## src/asf_pkg.sv

```systemverilog
// Constants, command codes and mode type of the serial frame block
// ****************************************************************
// Behaviour
// [RQ1] Chip-select fall samples the selected channel and starts a conversion.
// [RQ2] First 16 clock cycles take SDI bits while SDO stays low.
// [RQ3] Conversion end loads 14-bit result MSB first with two low zeros.
// [RQ4] Sixteenth serial clock fall puts the shift register MSB on SDO.
// [RQ5] Each later fall shifts chain input in and drives next bit out.
// [RQ6] Host gives sixteen falls per chained converter; last converter arrives first.
// [RQ7] Chaining needs no setting; it comes from shifting the chain input.
// [RQ8] First chain input ties to ground, later ones to previous SDO.
// [RQ9] Chip-select rise puts SDO into high impedance.
// [RQ10] With shared SDO the host selects only one converter at once.
// [RQ11] After power-up the block idles with no conversion until a command.
// [RQ12] Registers take defaults at power-up; host configures before converting.
// [RQ13] All-zero word keeps the last mode and settings.
// [RQ14] All-zero word during register access keeps values, returns to idle.
// [RQ15] Command word completes on sixteenth fall; execution starts only then.
// [RQ16] Early chip-select rise enters invalid state until a proper command.
// [RQ17] In invalid state reads return data that is not valid.
// [RQ18] In invalid state threshold flag follows the previously selected channel.
// [RQ19] Settings received in a frame apply at the next chip-select fall.
// [RQ20] Codes 8200, 8300, A000 pick sleep, power-off, sweep at chip-select rise.
// [RQ21] Host places sixteenth fall after the conversion has finished.
// [RQ22] After the last data bit SDO drives zeros until the next conversion.
// [RQ23] Bit counter clears on chip-select fall, counts falls while selected.
// ****************************************************************
package asf_pkg;
    // Frame geometry
    localparam int          CMD_BITS      = 16;
    localparam int          RES_BITS      = 14;
    localparam int          SHIFT_BITS    = 16;
    localparam int          CNT_BITS      = 8;
    localparam logic [7:0]  CMD_LAST_EDGE = 8'h0F;
    localparam logic [7:0]  CNT_MAX       = 8'hFF;
    // Command codes
    localparam logic [15:0] CMD_CONTINUE  = 16'h0000;
    localparam logic [15:0] CMD_SLEEP     = 16'h8200;
    localparam logic [15:0] CMD_POWER_OFF = 16'h8300;
    localparam logic [15:0] CMD_AUTO      = 16'hA000;
    localparam logic [5:0]  CMD_MAN_TAG   = 6'b1100_00;
    localparam int          MAN_CH_LSB    = 7;
    // Reset values and result padding
    localparam logic [15:0] CMD_RST       = 16'h0000;
    localparam logic [15:0] SHIFT_RST     = 16'h0000;
    localparam logic [2:0]  CHAN_RST      = 3'h0;
    localparam logic [1:0]  RES_PAD       = 2'b00;
    // Modes
    typedef enum logic [2:0] {
        ASF_IDLE,
        ASF_LIGHT_SLEEP_MODE,
        ASF_FULL_POWER_OFF_MODE,
        ASF_AUTO_SWEEP,
        ASF_SINGLE_CHANNEL_SELECT,
        ASF_REGISTER_ACCESS_STATE,
        ASF_INVALID
    } asf_mode_t;
endpackage

```

## src/asf_sync.sv

```systemverilog
// Two-stage synchroniser for pin inputs
`timescale 1ns/1ps
module asf_sync #(
    parameter int               W       = 1,
    parameter logic [W-1:0]     RST_VAL = '0
) (
    // Clock and reset
    input  wire logic           mclk,
    input  wire logic           rstn,
    // Asynchronous in, synchronous out
    input  wire logic [W-1:0]   async_i,
    output logic      [W-1:0]   sync_o
);
    logic [W-1:0] meta_ff;
    logic [W-1:0] sync_ff;

    // Two flops; first stage feeds only the second
    always_ff @(posedge mclk)
    begin
        if (!rstn)
        begin
            meta_ff <= RST_VAL;
            sync_ff <= RST_VAL;
        end
        else
        begin
            meta_ff <= async_i;
            sync_ff <= meta_ff;
        end
    end

    assign sync_o = sync_ff;
endmodule

```

## src/asf_frame.sv

```systemverilog
// Serial frame logic: command capture, result shift, chain and modes
`timescale 1ns/1ps
module asf_frame #(
    parameter int NCH = 8
) (
    // Clock and reset
    input  wire logic                         mclk,
    input  wire logic                         rstn,
    // Serial pins
    input  wire logic                         cs_n_i,
    input  wire logic                         sclk_i,
    input  wire logic                         sdi_i,
    input  wire logic                         daisy_i,
    output logic                              sdo_o,
    output logic                              sdo_oe,
    // Converter core
    output logic                              conv_start_o,
    output logic [2:0]                        conv_chan_o,
    input  wire logic                         conv_done_i,
    input  wire logic [asf_pkg::RES_BITS-1:0] conv_result_i,
    // Threshold flags
    input  wire logic [NCH-1:0]               alarm_i,
    output logic                              alarm_o,
    // Command and mode status
    output logic [asf_pkg::CMD_BITS-1:0]      cmd_word_o,
    output logic                              reg_cmd_o,
    output asf_pkg::asf_mode_t                mode_o
);
    // ****************************************************************
    // Pin synchronisation and edge detection
    // ****************************************************************
    logic [3:0] pins_s;
    logic       cs_n_s;
    logic       sclk_s;
    logic       sdi_s;
    logic       daisy_s;
    logic       cs_n_d_ff;
    logic       sclk_d_ff;

    asf_sync #(
        .W       (4),
        .RST_VAL (4'b1001)
    ) u_sync (
        .mclk    (mclk),
        .rstn    (rstn),
        .async_i ({cs_n_i, sclk_i, sdi_i, daisy_i}),
        .sync_o  (pins_s)
    );

    assign cs_n_s  = pins_s[3];
    assign sclk_s  = pins_s[2];
    assign sdi_s   = pins_s[1];
    assign daisy_s = pins_s[0];

    // Delayed copies for edge finding
    always_ff @(posedge mclk)
    begin
        if (!rstn)
        begin
            cs_n_d_ff <= 1'b1;
            sclk_d_ff <= 1'b0;
        end
        else
        begin
            cs_n_d_ff <= cs_n_s;
            sclk_d_ff <= sclk_s;
        end
    end

    logic cs_fall;
    logic cs_rise;
    logic sclk_fall;

    assign cs_fall   = cs_n_d_ff & ~cs_n_s;
    assign cs_rise   = ~cs_n_d_ff & cs_n_s;
    assign sclk_fall = sclk_d_ff & ~sclk_s & ~cs_n_s;

    // ****************************************************************
    // State registers
    // ****************************************************************
    logic [asf_pkg::CNT_BITS-1:0]   cnt_ff;
    logic [asf_pkg::CMD_BITS-1:0]   cmd_ff;
    logic                           cmd_done_ff;
    logic [asf_pkg::SHIFT_BITS-1:0] shift_ff;
    logic                           sdo_ff;
    logic                           sdo_oe_ff;
    logic                           conv_start_ff;
    logic                           converting_ff;
    logic [2:0]                     chan_ff;
    logic [2:0]                     next_chan_ff;
    logic [2:0]                     seq_ff;
    logic                           alarm_ff;
    logic                           reg_cmd_ff;
    asf_pkg::asf_mode_t             mode_ff;

    // ****************************************************************
    // Decoding
    // ****************************************************************
    logic       cmd_edge;
    logic       data_edge;
    logic       shift_edge;
    logic       data_bit;
    logic [2:0] man_chan;
    logic       is_man;
    logic       is_zero;
    logic       is_reg;
    logic       run_mode;
    logic [2:0] seq_last;
    logic [2:0] start_chan;
    logic [asf_pkg::CMD_BITS-1:0] cmd_full;

    // Edge class within the frame
    assign cmd_edge  = sclk_fall & (cnt_ff <= asf_pkg::CMD_LAST_EDGE);
    assign data_edge = sclk_fall & (cnt_ff >= asf_pkg::CMD_LAST_EDGE);
    // Chain bits enter only after the MSB fall, so the upstream MSB is caught
    assign shift_edge = sclk_fall & (cnt_ff > asf_pkg::CMD_LAST_EDGE);
    assign data_bit   = (cnt_ff == asf_pkg::CMD_LAST_EDGE) ? shift_ff[asf_pkg::SHIFT_BITS-1]
                                                          : shift_ff[asf_pkg::SHIFT_BITS-2];
    assign cmd_full  = {cmd_ff[asf_pkg::CMD_BITS-2:0], sdi_s};

    // Command word classes
    assign man_chan = cmd_ff[asf_pkg::MAN_CH_LSB +: 3];
    assign is_man   = (cmd_ff[15:10] == asf_pkg::CMD_MAN_TAG) && (man_chan < NCH);
    assign is_zero  = (cmd_ff == asf_pkg::CMD_CONTINUE);
    assign is_reg   = ~cmd_full[asf_pkg::CMD_BITS-1] && (cmd_full != asf_pkg::CMD_CONTINUE);

    // Conversion modes and channel picked at chip-select fall
    assign run_mode   = (mode_ff == asf_pkg::ASF_AUTO_SWEEP)
                      | (mode_ff == asf_pkg::ASF_SINGLE_CHANNEL_SELECT);  // RQ11
    assign seq_last   = 3'(NCH - 1);
    assign start_chan = (mode_ff == asf_pkg::ASF_AUTO_SWEEP) ? seq_ff : next_chan_ff;

    // ****************************************************************
    // Frame counter and command capture
    // ****************************************************************
    // Count falls of the serial clock, cleared at frame start
    always_ff @(posedge mclk)
    begin
        if (!rstn)
            cnt_ff <= '0;
        else if (cs_fall)
            cnt_ff <= '0;                                                 // RQ23
        else if (sclk_fall && cnt_ff != asf_pkg::CNT_MAX)
            cnt_ff <= cnt_ff + 8'h01;                                     // RQ23
    end

    // Command word shifts in over the first sixteen falls
    always_ff @(posedge mclk)
    begin
        if (!rstn)
        begin
            cmd_ff      <= asf_pkg::CMD_RST;
            cmd_done_ff <= 1'b0;
        end
        else if (cs_fall)
            cmd_done_ff <= 1'b0;
        else if (cmd_edge)
        begin
            cmd_ff      <= cmd_full;                                      // RQ2
            cmd_done_ff <= (cnt_ff == asf_pkg::CMD_LAST_EDGE);            // RQ15
        end
    end

    // Register access command pulse after the last command bit
    always_ff @(posedge mclk)
    begin
        if (!rstn)
            reg_cmd_ff <= 1'b0;
        else
            reg_cmd_ff <= cmd_edge && (cnt_ff == asf_pkg::CMD_LAST_EDGE) && is_reg; // RQ15
    end

    // ****************************************************************
    // Mode machine, applied at chip-select rise
    // ****************************************************************
    always_ff @(posedge mclk)
    begin
        if (!rstn)
        begin
            mode_ff      <= asf_pkg::ASF_IDLE;                            // RQ11
            next_chan_ff <= asf_pkg::CHAN_RST;                            // RQ12
        end
        else if (cs_rise)
        begin
            if (!cmd_done_ff)
                mode_ff <= asf_pkg::ASF_INVALID;                          // RQ16
            else if (is_zero)
            begin
                case (mode_ff)
                    asf_pkg::ASF_REGISTER_ACCESS_STATE: mode_ff <= asf_pkg::ASF_IDLE; // RQ14
                    default:                            mode_ff <= mode_ff;           // RQ13
                endcase
            end
            else if (cmd_ff == asf_pkg::CMD_SLEEP)
                mode_ff <= asf_pkg::ASF_LIGHT_SLEEP_MODE;                 // RQ20
            else if (cmd_ff == asf_pkg::CMD_POWER_OFF)
                mode_ff <= asf_pkg::ASF_FULL_POWER_OFF_MODE;              // RQ20
            else if (cmd_ff == asf_pkg::CMD_AUTO)
                mode_ff <= asf_pkg::ASF_AUTO_SWEEP;                       // RQ20
            else if (is_man)
            begin
                mode_ff      <= asf_pkg::ASF_SINGLE_CHANNEL_SELECT;
                next_chan_ff <= man_chan;                                 // RQ19
            end
            else if (!cmd_ff[asf_pkg::CMD_BITS-1])
                mode_ff <= asf_pkg::ASF_REGISTER_ACCESS_STATE;
        end
    end

    // Sweep position; restarts on every sweep command
    always_ff @(posedge mclk)
    begin
        if (!rstn)
            seq_ff <= asf_pkg::CHAN_RST;
        else if (cs_rise && cmd_done_ff && cmd_ff == asf_pkg::CMD_AUTO)
            seq_ff <= asf_pkg::CHAN_RST;                                  // RQ20
        else if (cs_fall && mode_ff == asf_pkg::ASF_AUTO_SWEEP)
            seq_ff <= (seq_ff == seq_last) ? asf_pkg::CHAN_RST : seq_ff + 3'h1;
    end

    // ****************************************************************
    // Conversion start and channel
    // ****************************************************************
    always_ff @(posedge mclk)
    begin
        if (!rstn)
        begin
            conv_start_ff <= 1'b0;
            converting_ff <= 1'b0;
            chan_ff       <= asf_pkg::CHAN_RST;
        end
        else
        begin
            conv_start_ff <= cs_fall & run_mode;                          // RQ1
            if (cs_fall)
                converting_ff <= run_mode;
            else if (conv_done_i)
                converting_ff <= 1'b0;
            if (cs_fall && run_mode)
                chan_ff <= start_chan;                                    // RQ19
        end
    end

    // ****************************************************************
    // Output shift register and SDO
    // ****************************************************************
    // Chain input enters behind the result; zeros follow for a lone part
    always_ff @(posedge mclk)
    begin
        if (!rstn)
            shift_ff <= asf_pkg::SHIFT_RST;
        else if (cs_fall)
            shift_ff <= asf_pkg::SHIFT_RST;                               // RQ17
        else if (conv_done_i && converting_ff)
            shift_ff <= {conv_result_i, asf_pkg::RES_PAD};                // RQ3
        else if (shift_edge)
            shift_ff <= {shift_ff[asf_pkg::SHIFT_BITS-2:0], daisy_s};     // RQ5 RQ7 RQ22
    end

    // SDO low during command phase, then MSB from the sixteenth fall
    always_ff @(posedge mclk)
    begin
        if (!rstn)
        begin
            sdo_ff    <= 1'b0;
            sdo_oe_ff <= 1'b0;
        end
        else
        begin
            sdo_oe_ff <= ~cs_n_s;                                         // RQ9
            if (cs_fall)
                sdo_ff <= 1'b0;                                           // RQ2
            else if (data_edge)
                sdo_ff <= data_bit;                                       // RQ4 RQ5
        end
    end

    // ****************************************************************
    // Threshold flag
    // ****************************************************************
    // Follows the last sampled channel, which stays unchanged while invalid
    always_ff @(posedge mclk)
    begin
        if (!rstn)
            alarm_ff <= 1'b0;
        else
            alarm_ff <= alarm_i[chan_ff];                                 // RQ18
    end

    // Outputs
    assign sdo_o        = sdo_ff;
    assign sdo_oe       = sdo_oe_ff;
    assign conv_start_o = conv_start_ff;
    assign conv_chan_o  = chan_ff;
    assign alarm_o      = alarm_ff;
    assign cmd_word_o   = cmd_ff;
    assign reg_cmd_o    = reg_cmd_ff;
    assign mode_o       = mode_ff;
endmodule

```

## config.mk

```make
export PLATFORM = sky130hd
export DESIGN_NAME = asf_frame
export DESIGN_NICKNAME = d
export VERILOG_FILES = /design/src/asf_pkg.sv /design/src/asf_sync.sv /design/src/asf_frame.sv
export SDC_FILE = /design/constraint.sdc
export NUM_CORES = 1
export LEC_CHECK = 0
export BUFFER_PORTS_ARGS = -buffer_cell sky130_fd_sc_hd__buf_4
export CAP_MARGIN = 20
export CORE_MARGIN = 5
export CORE_UTILIZATION = 35
export DETAILED_ROUTE_END_ITERATION = 8
export PLACE_DENSITY = 0.64
export SYNTH_ARGS = -nofsm -noshare
export SYNTH_HDL_FRONTEND = slang
export SYNTH_SLANG_ARGS = --single-unit
```

## constraint.sdc

```tcl
create_clock -name mclk -period 3.1 [get_ports mclk]
set_clock_uncertainty 0.1 [all_clocks]
set_input_delay 0.465 -clock mclk [delete_from_list [all_inputs] [get_ports mclk]]
set_output_delay 0.465 -clock mclk [all_outputs]
set_load 0.05 [all_outputs]
```

-- Yosys cells after proc, flatten, opt, wreduce, memory -nomap -nowiden
Cells that the tools add are included.
W data, S select, Z words.
- add/subtract/negate cells: 2
- $lt $le $gt $ge: 4
- eq/ne operators: 12
- multiplexer cells: 17
- bitwise gates (word level): 19
- reduce and logical (&&, ||, !) cells: 19
- operators by type and width (cell ; count):
    $eq A16 B16 Y1 const B ; 3
    $mux W16 ; 2
    $mux W3 ; 10
    $logic_not A16 Y1 ; 1
    $reduce_bool A16 Y1 ; 1
    $not A1 Y1 ; 10
    $eq A3 B3 Y1 const B ; 3
    $logic_and A1 B1 Y1 ; 9
    $add A8 B1 Y8 const B ; 1
    $and A1 B1 Y1 ; 8
    $eq A8 B4 Y1 const B ; 1
    $ge A8 B4 Y1 const B ; 1
    $gt A8 B4 Y1 const B ; 1
    $le A8 B4 Y1 const B ; 1
    $ne A8 B8 Y1 const B ; 1
    $ne A7 B2 Y1 const B ; 1
    $reduce_and A7 Y1 ; 1
    $eq A6 B6 Y1 const B ; 1
    $lt A3 B4 Y1 const B ; 1
    $mux W1 ; 4
    $reduce_bool A2 Y1 ; 2
    $reduce_or A2 Y1 ; 2
    $add A3 B1 Y3 const B ; 1
    $bmux W1 S3 ; 1
    6 further kinds ; 6
- register bits: 69
- bits of input ports: 29
- output and inout port bits: 27
- logic and storage cells: 92

-- Logic depth before layout (Yosys ltp)
Gate-level depths: netlist of run 1.
- depth in word-level cells: 7
- mapped depth: 6
- gate-level depth less buffers: 6

-- Cells and area by module
From an unflattened synthesis of run 1, not the netlist that was laid out.
- cell total of the unflattened synthesis: 302
- area, all modules: 2966.6 sq um
- by module, submodules not included (module ; instances ; cells an instance ; area an instance (sq um) ; seq. area each (sq um)):
    asf_frame ; 1 ; 286 ; 2756.4 ; 1221.2
    asf_sync ; 1 ; 16 ; 210.2 ; 160.2

-- Worst setup path before layout of run 1
No wires, ideal clock.
- path kind: register to register
- start: reg cmd_ff, in the netlist cmd_word_o[15]
- end: reg next_chan_ff[1]
- library setup time: 0.128 ns
- arrival: 1.933 ns
- data required time: 2.872 ns
- setup slack: 0.939 ns
- stages on the path, launching flop included: 5
- path buffers: 0
- period minus slack after synthesis: 2.161 ns
- cells stage by stage: dfxtp_1 or4b_4 nor3_1 mux2i_1 nor2_1
- cells in the longest elaborated chain, start to end: 3
- elaborated cells on any way between the ends: 10
- classes of those cells: 4 x eq/ne; 4 x bitwise; 2 x reduce/logical
- ends and longest elaborated chain (what ; line ; RTL):
    from (decl) ; asf_frame.sv:82 ; logic [asf_pkg::CMD_BITS-1:0] cmd_ff;
    from (signal assigned) ; asf_frame.sv:152 ; cmd_ff <= asf_pkg::CMD_RST;
    from (signal assigned) ; asf_frame.sv:159 ; cmd_ff <= cmd_full;
    $eq A16 B16 Y1 (tied with other cells) ; asf_frame.sv:198 ; else if (cmd_ff == asf_pkg::CMD_AUTO)
    $not A1 Y1 (no source line) ; n/a ;
    $reduce_and A7 Y1 (no source line) (*) ; n/a ;
    to (signal assigned) ; asf_frame.sv:181 ; next_chan_ff <= asf_pkg::CHAN_RST;
    to (signal assigned) ; asf_frame.sv:203 ; next_chan_ff <= man_chan;
    to (decl) ; asf_frame.sv:90 ; logic [2:0] next_chan_ff;
Every way passes the cells marked *; elsewhere a longest branch is shown, timed or not.
A chain may end at the register's enable or synchronous reset.

-- Worst setup path in the final report of run 1
- start: reg cnt_ff[4] (netlist bit)
- end: reg cmd_ff, in the netlist cmd_word_o[5]
- cells in the longest elaborated chain, start to end: 3
- ends and longest elaborated chain (what ; line ; RTL):
    from (decl) ; asf_frame.sv:81 ; logic [asf_pkg::CNT_BITS-1:0] cnt_ff;
    from (signal assigned) ; asf_frame.sv:144 ; cnt_ff <= cnt_ff + 8'h01;
    $le A8 B4 Y1 ; asf_frame.sv:113 ; assign cmd_edge = sclk_fall & (cnt_ff <= asf_pkg::CMD_LAST_EDGE);
    $and A1 B1 Y1 ; asf_frame.sv:113 ;
    $reduce_and A2 Y1 (no source line) ; n/a ;
Every way passes these cells.

==> results of run 1 <==
-- cell families (layout without fill, tap and decap cells) --
logic type                 count (synthesis)  after routing  synth area share
AOI/OAI and AO/OA                         50             50            0.1190
adders and majority gates                  3              3           0.01289
xor gates and xnor gates                   4              4           0.01203
muxes                                     44             44            0.1599
DFF                                       69             69            0.4744
and+or+nand+nor                          115            115            0.1951
buffers and inverters                     17             77           0.02664
-- stage by stage --
stage               setup slack [ps]    util
floorplan                      939.2       -
global placement                1033  0.4172
detailed placement             905.8  0.4172
CTS                            904.1  0.4388
global route                   723.0  0.4388
finish                         948.9  0.4388
-- placed cells by master, fill, tap and decap left out, types with 2 or more instances in the layout --
cell	n
or3_1	2
nand3_1	5
a21oi_1	13
or4_1	2
ha_1	3
a211oi_1	18
inv_1	3
clkinv_2	3
and2_1	6
clkinvlp_4	2
nor2_1	51
dfxtp_1	69
nor3_1	7
nand2_1	19
nand3b_1	2
clkbuf_8	10
o21ai_0	7
mux2i_1	42
nor3b_1	2
buf_4	57
nand2b_1	7
xnor2_1	3
mux4_2	2
nor4_1	2
-- power by group --
group	switching (mW)	internal [mW]
registers	0.00445	0.894
clock network	0.336	0.308
logic	0.0364	0.0350
total	0.377	1.24
-- sequential cells by signal, indices dropped and copies added, names as in the netlist, 3 cells and up --
signal          flops
cmd_word_o         16
seq_ff              3
u_sync.sync_o       4
conv_chan_o         3
cnt_ff              8
mode_o              3
next_chan_ff        3
u_sync.meta_ff      4
shift_ff           16
-- worst paths after layout --
path | cells after the start | end | slack, ps | from
setup / recovery | 5 | cmd_word_o[5] | 950 | cnt_ff[4]
hold / removal | 2 | u_sync.meta_ff[3] | 200 | cs_n_i
setup reg to reg | 5 | cmd_word_o[5] | 950 | cnt_ff[4]
hold reg to reg | 1 | u_sync.sync_o[3] | 320 | u_sync.meta_ff[3]
-- final cells by class --
class | instances | area (µm²) | area share
multi-input combinational | 216 | 1455 | 0.4057
inverter | 4 | 15.01 | 0.004186
timing repair buffer | 57 | 427.9 | 0.1193
tap | 105 | 131.4 | 0.03662
sequential | 69 | 1381 | 0.3851
clock buffer | 10 | 137.6 | 0.03837
clock inverter | 6 | 38.79 | 0.01081
-- routing by layer --
| metal | up-vias | global-route usage |
|---|---|---|
| met5 | - | 0 |
| li1 | 1185 | - |
| met3 | 4 | 0.06061 |
| met2 | 52 | 0.1967 |
| met1 | 1071 | 0.1713 |
| met4 | 0 | 0.03988 |
==> out/qor.csv, run 1 <==
stage,metric,value,unit
run_status,status,"complete, no violations",
place,dpl hpwl,4361,µm
clock_network,clock tree buffer depth,2,
synth,Synth area leader,dfxtp_1,
detailed_routing,via count,2312,
synth,register area share after synthesis,0.4744,
power,pwr dens,450.0,nW/µm²
cells_and_area,filler-free cell count of the finished design,467,
power,Max VDD drop,256.7,µV
critical_path,"slowest stage delay, CP",500,ps
critical_path,"Worst Path Class, Setup",reg2reg,
timing,relative slew slack,0.4109,
critical_path,CP arrival,2280,ps
synth,"Distinct cells, synth",47,
detailed_routing,detailed-route vias per instance,4.951,
place,Final Wtd Congestion,0.8784,
detailed_routing,DR WL met3,375,µm
synth,#FFs+latches synth,69,
synth,Post-Synthesis Cells,302,
cells_and_area,synth-to-layout area growth,23.21,%
detailed_routing,drt wl/cell,13.35,µm
detailed_routing,starting DRC count in detailed routing,36,
synth,"EDFF count, synth",0,
die,initial core utilization,0.3561,
power,Pleak,1.330,nW
detailed_routing,"antenna viol nets, final",0,
die,Die Y,101.2,µm
clock_network,Worst-path clk slew,80,ps
synth,post-synth top area share,0.4744,
timing,Setup TNS Final,0,ps
timing,final setup violation count,0,
critical_path,Critical Path RT,3230,ps
detailed_routing,DR pass1 iterations,4,
detailed_routing,"wirelength, routed",6235,µm
synth,Post-Syn Area,2912,µm²
cells_and_area,post-layout net count,389,
place,Buffers on Ports,55,
worst_hold_path,Hold Crit Class,in2reg,
place,Placement Cell Area,3411,µm²
cells_and_area,diode count,0,
die,row cnt,33,
job,max_cap viols,0,
timing,Worst Max-Slew Pin Slew,881.5,ps
clock_network,# resized after CTS,0,
synth,most frequent cell after synthesis,dfxtp_1,
detailed_routing,met1 wire length,2966,µm
grt,GRT Overall Usage,0.1319,
die,core area,8175,µm²
timing,crit path time final,2151,ps
timing,Fmax,464.9,MHz
clock_network,CTS Buf Count,9,
critical_path,Worst Path Buf+Inv,0,
grt,global route overflow,0,
grt,first-pass GRT wire length,10650,µm
clock_network,later-pin clock latency in the skew report,340,ps
timing,period utilization,0.6939,
detailed_routing,uppermost layer routed,met4,
synth,share of synthesized registers carrying an async set or reset,0,
detailed_routing,met2 routed WL,2845,µm
timing,Min Hold Slack,198.8,ps
synth,number of synthesis warnings,0,
synth,syn avg cell area,9.641,µm²
grt,initial antenna violation count,0,
die,Die Area,10240,µm²
synth,top_reg_cell synth,dfxtp_1,
clock_network,clock sinks,69,
clock_network,CTS tree,built,
die,DIE WIDTH,101.2,µm
clock_network,CTS Root Cell,clkbuf_8,
timing,RSZ-0062 raised after global routing,no,
timing,Final Max Tran Viols,0,
grt,vias in the first global route,2278,
synth,syn_nets,334,
die,IO Pins,56,
clock_network,CTS H-tree depth,3,
cells_and_area,layout cells sized above 1,0.2320,
critical_path,cell family with most CP delay,simple AND/OR/NAND/NOR gates,
cells_and_area,fin area,3587,µm²
clock_network,hold_buf cts,0,
synth,"top cells by area, synth","dfxtp_1 47%, mux2i_1 14%, nor2_1 6.6%, a211oi_1 4.6%, nand2_1 2.4%",
critical_path,CP cell instances,nor4_2 -> nand2_1 -> nor2_4 -> mux2i_1 -> nor2_1,
critical_path,Crit. End Element,flop,
synth,Post-synth top cells,"69 x dfxtp_1, 51 x nor2_1, 42 x mux2i_1",
clock_network,Post-CTS Setup Inserts,0,
critical_path,CP max-delay cell,nor4_2,
grt,largest net degree at the start of global routing,31,
place,placed cell count,451,
detailed_routing,DR DRC count,0,
timing,final hold vios,0,
critical_path,CP Launch Type,flop,
power,total power,1.614,mW
critical_path,CP max FO,16,
cells_and_area,fill count,818,
(Power assumes the default switching activity.)
==> inputs of run 2 (changes only) <==
- ABC_AREA: unset -> 1
- PLACE_DENSITY: 0.64 -> 0.63
- clock period: 3.1 -> 2.2 ns (I/O delays scaled with it)
==> out/qor.csv, run 2 <==
stage,metric,value,unit,change
die,DIE WIDTH,103.0,µm,+1.7%
clock_network,Post-CTS Setup Inserts,0,,unchanged
place,dpl hpwl,4956,µm,+14%
die,Die Area,10600,µm²,+3.5%
cells_and_area,synth-to-layout area growth,23.54,%,
detailed_routing,starting DRC count in detailed routing,76,,+110%
timing,RSZ-0062 raised after global routing,no,,
cells_and_area,diode count,0,,unchanged
detailed_routing,via count,2758,,+19%
critical_path,worst reg2reg startpoint,cnt_ff[0],,
synth,Synth area leader,dfxtp_1,,
grt,first-pass GRT wire length,11780,µm,+11%
timing,final setup violation count,0,,unchanged
critical_path,reg2reg setup slack,600,ps,-350 ps
die,IO Pins,56,,unchanged
cells_and_area,multi-input logic area,1408,µm²,-3.3%
die,initial core utilization,0.3537,,-0.002464
critical_path,"slowest stage delay, CP",320,ps,-180 ps
place,Buffers on Ports,55,,unchanged
synth,most frequent cell after synthesis,nand2_1,,
detailed_routing,DR pass1 iterations,4,,unchanged
die,row cnt,34,,+3.0%
synth,"Distinct cells, synth",35,,-26%
job,max_cap viols,0,,unchanged
synth,syn_nets,440,,+32%
clock_network,hold_buf cts,0,,unchanged
detailed_routing,"wirelength, routed",6903,µm,+11%
critical_path,Critical Path RT,2380,ps,-850 ps
synth,top_reg_cell synth,dfxtp_1,,
timing,Final Max Tran Viols,0,,unchanged
synth,Post-synth top cells,"85 x nand2_1, 72 x nor2_1, 69 x dfxtp_1",,
grt,vias in the first global route,2719,,+19%
power,Max VDD drop,320.6,µV,+25%
synth,post-synth top area share,0.4568,,-0.01767
clock_network,clock tree buffer depth,2,,unchanged
critical_path,"Worst Path Class, Setup",reg2reg,,
power,Pleak,1.630,nW,+22%
clock_network,CTS H-tree depth,3,,unchanged
cells_and_area,"commonest cells after routing, fill and taps aside","85 x nand2_1, 72 x nor2_1, 69 x dfxtp_1",,
synth,Post-Synthesis Cells,408,,+35%
synth,share of synthesized registers carrying an async set or reset,0,,unchanged
clock_network,Worst-path clk slew,80,ps,about the same
cells_and_area,fill count,872,,+6.6%
cells_and_area,FF/Latch Area,1381,µm²,unchanged
synth,"top cells by area, synth","dfxtp_1 46%, nand2_1 11%, nor2_1 8.9%, o21ai_0 5.8%, inv_1 4.3%",,
timing,PnR worst setup slack,597.1,ps,-351.7 ps
clock_network,CTS Root Cell,clkbuf_8,,
place,Final Wtd Congestion,0.7929,,-9.7%
timing,crit path time final,1603,ps,-548.3 ps
timing,period utilization,0.7286,,+0.03465
detailed_routing,detailed-route vias per instance,4.772,,-3.6%
synth,register area share after synthesis,0.4568,,-0.01767
synth,#FFs+latches synth,69,,unchanged
grt,largest net degree at the start of global routing,34,,+9.7%
synth,Post-Syn Area,3024,µm²,+3.9%
synth,number of synthesis warnings,0,,unchanged
critical_path,Crit. End Element,flop,,
clock_network,CTS tree,built,,
critical_path,CP Launch Type,flop,,
critical_path,CP Launch Point,cnt_ff[0],,
synth,syn avg cell area,7.412,µm²,-23%
timing,Setup TNS Final,0,ps,unchanged
die,Die Y,103.0,µm,+1.7%
critical_path,CP max-delay cell,dfxtp_1,,
detailed_routing,DR DRC count,0,,unchanged
cells_and_area,layout cells sized above 1,0.2149,,-0.01715
timing,final hold vios,0,,unchanged
cells_and_area,post-layout net count,497,,+28%
grt,initial antenna violation count,0,,unchanged
detailed_routing,drt wl/cell,11.94,µm,-11%
timing,relative slew slack,0.6153,,+0.2044
critical_path,CP max FO,8,,-8
detailed_routing,"antenna viol nets, final",0,,unchanged
clock_network,CTS Buf Count,9,,unchanged
grt,GRT Overall Usage,0.1388,,+0.006835
worst_hold_path,Hold Startpoint,sdi_i,,
grt,global route overflow,0,,unchanged
clock_network,# resized after CTS,0,,unchanged
worst_hold_path,Hold Crit Class,in2reg,,
synth,"EDFF count, synth",0,,unchanged
power,pwr dens,682.8,nW/µm²,+52%
critical_path,CP cell instances,ha_1 -> nand2_1 -> nor3_2 -> a21oi_4 -> inv_2 -> o21ai_0 -> nand2_1 -> nor2_1,,
critical_path,CP dominant cell by count,nand2_1,,
clock_network,clock sinks,69,,unchanged
die,core area,8551,µm²,+4.6%
critical_path,CP arrival,1790,ps,-490 ps
timing,Worst Max-Slew Pin Slew,576.4,ps,-305.1 ps
clock_network,later-pin clock latency in the skew report,350,ps,about the same
place,pre-CTS setup slack,602.6,ps,-303.2 ps
cells_and_area,"most common cell after layout, fill and taps aside",nand2_1,,
run_status,status,"complete, no violations",,
timing,Fmax,623.9,MHz,+34%
## run 2: routing by layer
metal | track usage | vias up | part of all wire
li1 | - | 1437 | -
met2 | 0.2259 | 56 | 0.47
met4 | 0.04880 | 0 | 0.011
met3 | 0.04465 | 8 | 0.049
met5 | 0 | - | 0
met1 | 0.1725 | 1257 | 0.47
## run 2: final cells by class
cell class / instances / share of cell area
clock buffer: 11 / 0.03784
multi-input combinational: 287 / 0.3768
timing repair buffer: 57 / 0.1145
sequential: 69 / 0.3697
clock inverter: 5 / 0.02210
tap: 108 / 0.03617
inverter: 41 / 0.04287
## run 2: metrics by stage
| step | cells | utilization | area [µm²] | hold WS [ps] | total power [mW] |
|---|---|---|---|---|---|
| floorplan | 408 | - | 3024 | 290.5 | 1.359 |
| global placement | 562 | 0.4107 | 3512 | 301.5 | 1.417 |
| detailed placement | 562 | 0.4107 | 3512 | 302.7 | 1.419 |
| CTS | 578 | 0.4369 | 3736 | 42.55 | 2.587 |
| global route | 578 | 0.4369 | 3736 | 47.31 | 2.652 |
| finish | 578 | 0.4369 | 3736 | 61.85 | 2.551 |
## run 2: report_power, final
| group | total (mW) | switching (mW) | leakage, nW | internal [mW] |
|---|---|---|---|---|
| combinational | 0.121 | 0.0659 | 0.958 | 0.0550 |
| sequential | 1.27 | 0.00733 | 0.558 | 1.26 |
| clock | 1.16 | 0.488 | 0.114 | 0.674 |
## run 2: cells by family (layout without fill, tap and decap cells)
group                      after synthesis  in the layout  share of synthesized area
muxes                                    2              2                   0.007447
AOI/OAI and AO/OA                       79             79                     0.1485
xor gates and xnor gates                 1              1                   0.002897
buffers and inverters                   52            114                    0.07778
and+or+nand+nor                        202            202                     0.2942
adders and majority gates                3              3                    0.01241
DFF                                     69             69                     0.4568
## run 2: final timing paths
check	endpoint	cells past startpoint
worst min register to register	u_sync.sync_o[0]	1
worst max register to register	cnt_ff[4]	8
worst max-delay path	cnt_ff[4]	8
worst min-delay path	u_sync.meta_ff[1]	3
## run 2: critical path, delay by kind of cell (launching register included)
| kind | cells | cell delay (ps) |
|---|---|---|
| buffers and inverters | 1 | 100 |
| adders and majority gates | 1 | 220 |
| DFF | 1 | 320 |
| AOI/OAI and AO/OA | 2 | 450 |
| and+or+nand+nor | 4 | 360 |
==> inputs of run 3 (changes only) <==
- ABC_AREA: 1 -> 0
- PLACE_DENSITY: 0.63 -> 0.66
- clock period: 2.2 -> 1.3 ns (I/O delays scaled with it)
==> out/qor.csv, run 3 (same netlist as run 1, synthesis figures left out) <==
stage,metric,value,unit,change
detailed_routing,DR WL met3,364,µm,+8.0%
run_status,failing checks,negative setup slack,,
cells_and_area,FF/Latch Area,1443,µm²,+4.4%
cells_and_area,post-layout net count,466,,-6.2%
critical_path,CP arrival,1950,ps,+160 ps
job,max_cap viols,0,,unchanged
place,dpl hpwl,4864,µm,-1.9%
timing,relative slew slack,0.7768,,+0.1615
detailed_routing,met2 routed WL,4099,µm,+26%
die,IO Pins,56,,unchanged
critical_path,CP Launch Point,cmd_word_o[11],,
die,DIE WIDTH,101.2,µm,-1.7%
power,Cell Int Power,3.431,mW,+72%
detailed_routing,detailed-route vias per instance,4.976,,+4.3%
power,Pleak,1.916,nW,+18%
critical_path,reg2reg setup slack,-510,ps,-1110 ps
power,Clk pwr share,0.461,,+0.005
power,sequential share of power,0.488,,-0.009
timing,period utilization,1.395,,+0.6667
timing,Final Max Tran Viols,0,,unchanged
timing,Worst Max-Slew Pin Slew,334.0,ps,-242.5 ps
die,initial core utilization,0.3561,,+0.002464
cells_and_area,diode count,0,,unchanged
critical_path,Worst R2R End,seq_ff[2],,
worst_hold_path,Hold Crit Class,in2reg,,
clock_network,clock tree buffer depth,2,,unchanged
clock_network,later-pin clock latency in the skew report,350,ps,about the same
place,Buffers on Ports,55,,unchanged
detailed_routing,uppermost layer routed,met4,,
cells_and_area,"most common cell after layout, fill and taps aside",buf_4,,
clock_network,CTS tree,built,,
die,Die Area,10240,µm²,-3.4%
detailed_routing,drt wl/cell,14.61,µm,+22%
critical_path,CP max FO,3,,-5
critical_path,CP Launch Type,flop,,
detailed_routing,via count,2707,,-1.8%
clock_network,CTS Buf Count,9,,unchanged
clock_network,clock sinks,69,,unchanged
grt,first-pass GRT wire length,12250,µm,+4.0%
timing,Fmax,551.3,MHz,-12%
run_status,status,"finished, violations left",,
die,row cnt,33,,-2.9%
worst_hold_path,Hold Startpoint,conv_result_i[2],,
timing,final hold vios,0,,unchanged
critical_path,Crit. End Element,flop,,
critical_path,worst r2r path cells,5,,-3
critical_path,worst reg2reg startpoint,cmd_word_o[11],,
power,total power,4.353,mW,+71%
timing,final setup violation count,56,,+56
clock_network,Worst-path clk slew,70,ps,about the same
worst_hold_path,WHS Endpoint,shift_ff[4],,
grt,vias in the first global route,2682,,-1.4%
cells_and_area,Final Core Density,0.5940,,+0.1570
critical_path,"Worst Path Class, Setup",reg2reg,,
power,Comb power frac,0.051,,+0.004
cells_and_area,"commonest cells after routing, fill and taps aside","78 x buf_4, 48 x nor2_1, 40 x mux2i_1, 40 x dfxtp_1, 32 x buf_6",,
detailed_routing,starting DRC count in detailed routing,71,,-6.6%
timing,crit path time final,1814,ps,+211.0 ps
detailed_routing,met1 wire length,3348,µm,+3.6%
place,Final Wtd Congestion,0.8056,,+1.6%
critical_path,Critical Path RT,1430,ps,-950 ps
detailed_routing,DR DRC count,0,,unchanged
cells_and_area,multi-input logic area,1730,µm²,+23%
cells_and_area,layout cells sized above 1,0.5080,,+0.2931
timing,PnR worst setup slack,-513.8,ps,-1111 ps
place,pre-CTS setup slack,-717.9,ps,-1321 ps
detailed_routing,"wirelength, routed",7946,µm,+15%
cells_and_area,synth-to-layout area growth,66.78,%,
die,core area,8175,µm²,-4.4%
grt,initial antenna violation count,0,,unchanged
power,Max VDD drop,531.8,µV,+66%
clock_network,CTS Root Cell,clkbuf_8,,
cells_and_area,fill count,662,,-24%
timing,RSZ-0062 raised after global routing,yes,,
detailed_routing,"antenna viol nets, final",0,,unchanged
power,Sw Share,0.2118,,-0.008355
grt,largest net degree at the start of global routing,31,,-8.8%
die,Die Y,101.2,µm,-1.7%
grt,GRT Overall Usage,0.1488,,+0.01000
grt,global route overflow,0,,unchanged
power,pwr dens,896.4,nW/µm²,+31%
power,Sw Pwr,922.0,µW,+64%
worst_hold_path,WHS Path Cells,3,,unchanged
clock_network,CTS H-tree depth,3,,unchanged
detailed_routing,DR pass1 iterations,4,,unchanged
run 3: cell count changes in the layout (fill, tap and decap cells not counted), sizes merged, moves of 7 or more:
cell and delta:
nor2 -26, nand2b +7, a31oi -15, a211oi +17, a21oi -11, buf +71, mux2i +42, nand2 -71
o21ai -26, nand3 -18, inv -38
run 3: layer usage:
layer,global-route usage,up-vias
met5,0,-
met4,0.05010,0
met3,0.04477,17
met2,0.2530,51
met1,0.1791,1292
li1,-,1347
run 3: area by class of cell:
| cell class | instances | area share |
|---|---|---|
| clock buffer | 11 | 0.03144 |
| clock inverter | 5 | 0.01701 |
| inverter | 4 | 0.003092 |
| multi-input combinational | 217 | 0.3564 |
| sequential | 69 | 0.2971 |
| tap | 105 | 0.02705 |
| timing repair buffer | 133 | 0.2680 |
run 3: power groups by stage:
stage | registers, mW | clock network (mW) | logic [mW]
floorplan | 2.20 | 0 | 0.0646
global placement | 2.18 | 0 | 0.192
detailed placement | 2.18 | 0 | 0.195
CTS | 2.13 | 2.07 | 0.209
global route | 2.13 | 2.15 | 0.239
finish | 2.13 | 2.01 | 0.220
run 3: through the flow:
stage | cells | setup TNS, ps | area (µm²) | hold slack, ps
after global placement | 503 | -20540 | 3963 | 280.9
after global routing | 544 | -22590 | 4856 | 41.30
after detailed placement | 503 | -21390 | 3963 | 282.5
final | 544 | -18720 | 4856 | 46.48
after floorplan | 302 | -14450 | 3049 | 196.5
after CTS | 534 | -14950 | 4552 | 32.24
run 3: how the worst max path moves through the flow:
stage	to	slack, ps	depth (start not counted)
6_report	seq_ff[2]	-510	5
4_1_cts	mode_o[0]	-510	5
5_1_grt	mode_o[1]	-550	5
2_1_floorplan	mode_o[2]	-520	5
3_3_place_gp	shift_ff[12]	-600	4
3_5_place_dp	shift_ff[2]	-720	4
run 3: critical path: stages (launching register included):
cell and delay, ps:
dfxtp_4 350, or4b_4 550, buf_6 150, o41ai_4 330, buf_4 180, a21oi_1 40
run 3: repair_timing:
action / CTS / global route
gates cloned: 2 / 1
hold buffers: 4 / 0
buffers inserted: 10 / 17
resized for setup: 53 / 66
setup endpoints to repair: 71 / 73
hold endpoints to repair: 4 / 0
pin swaps: 10 / 22
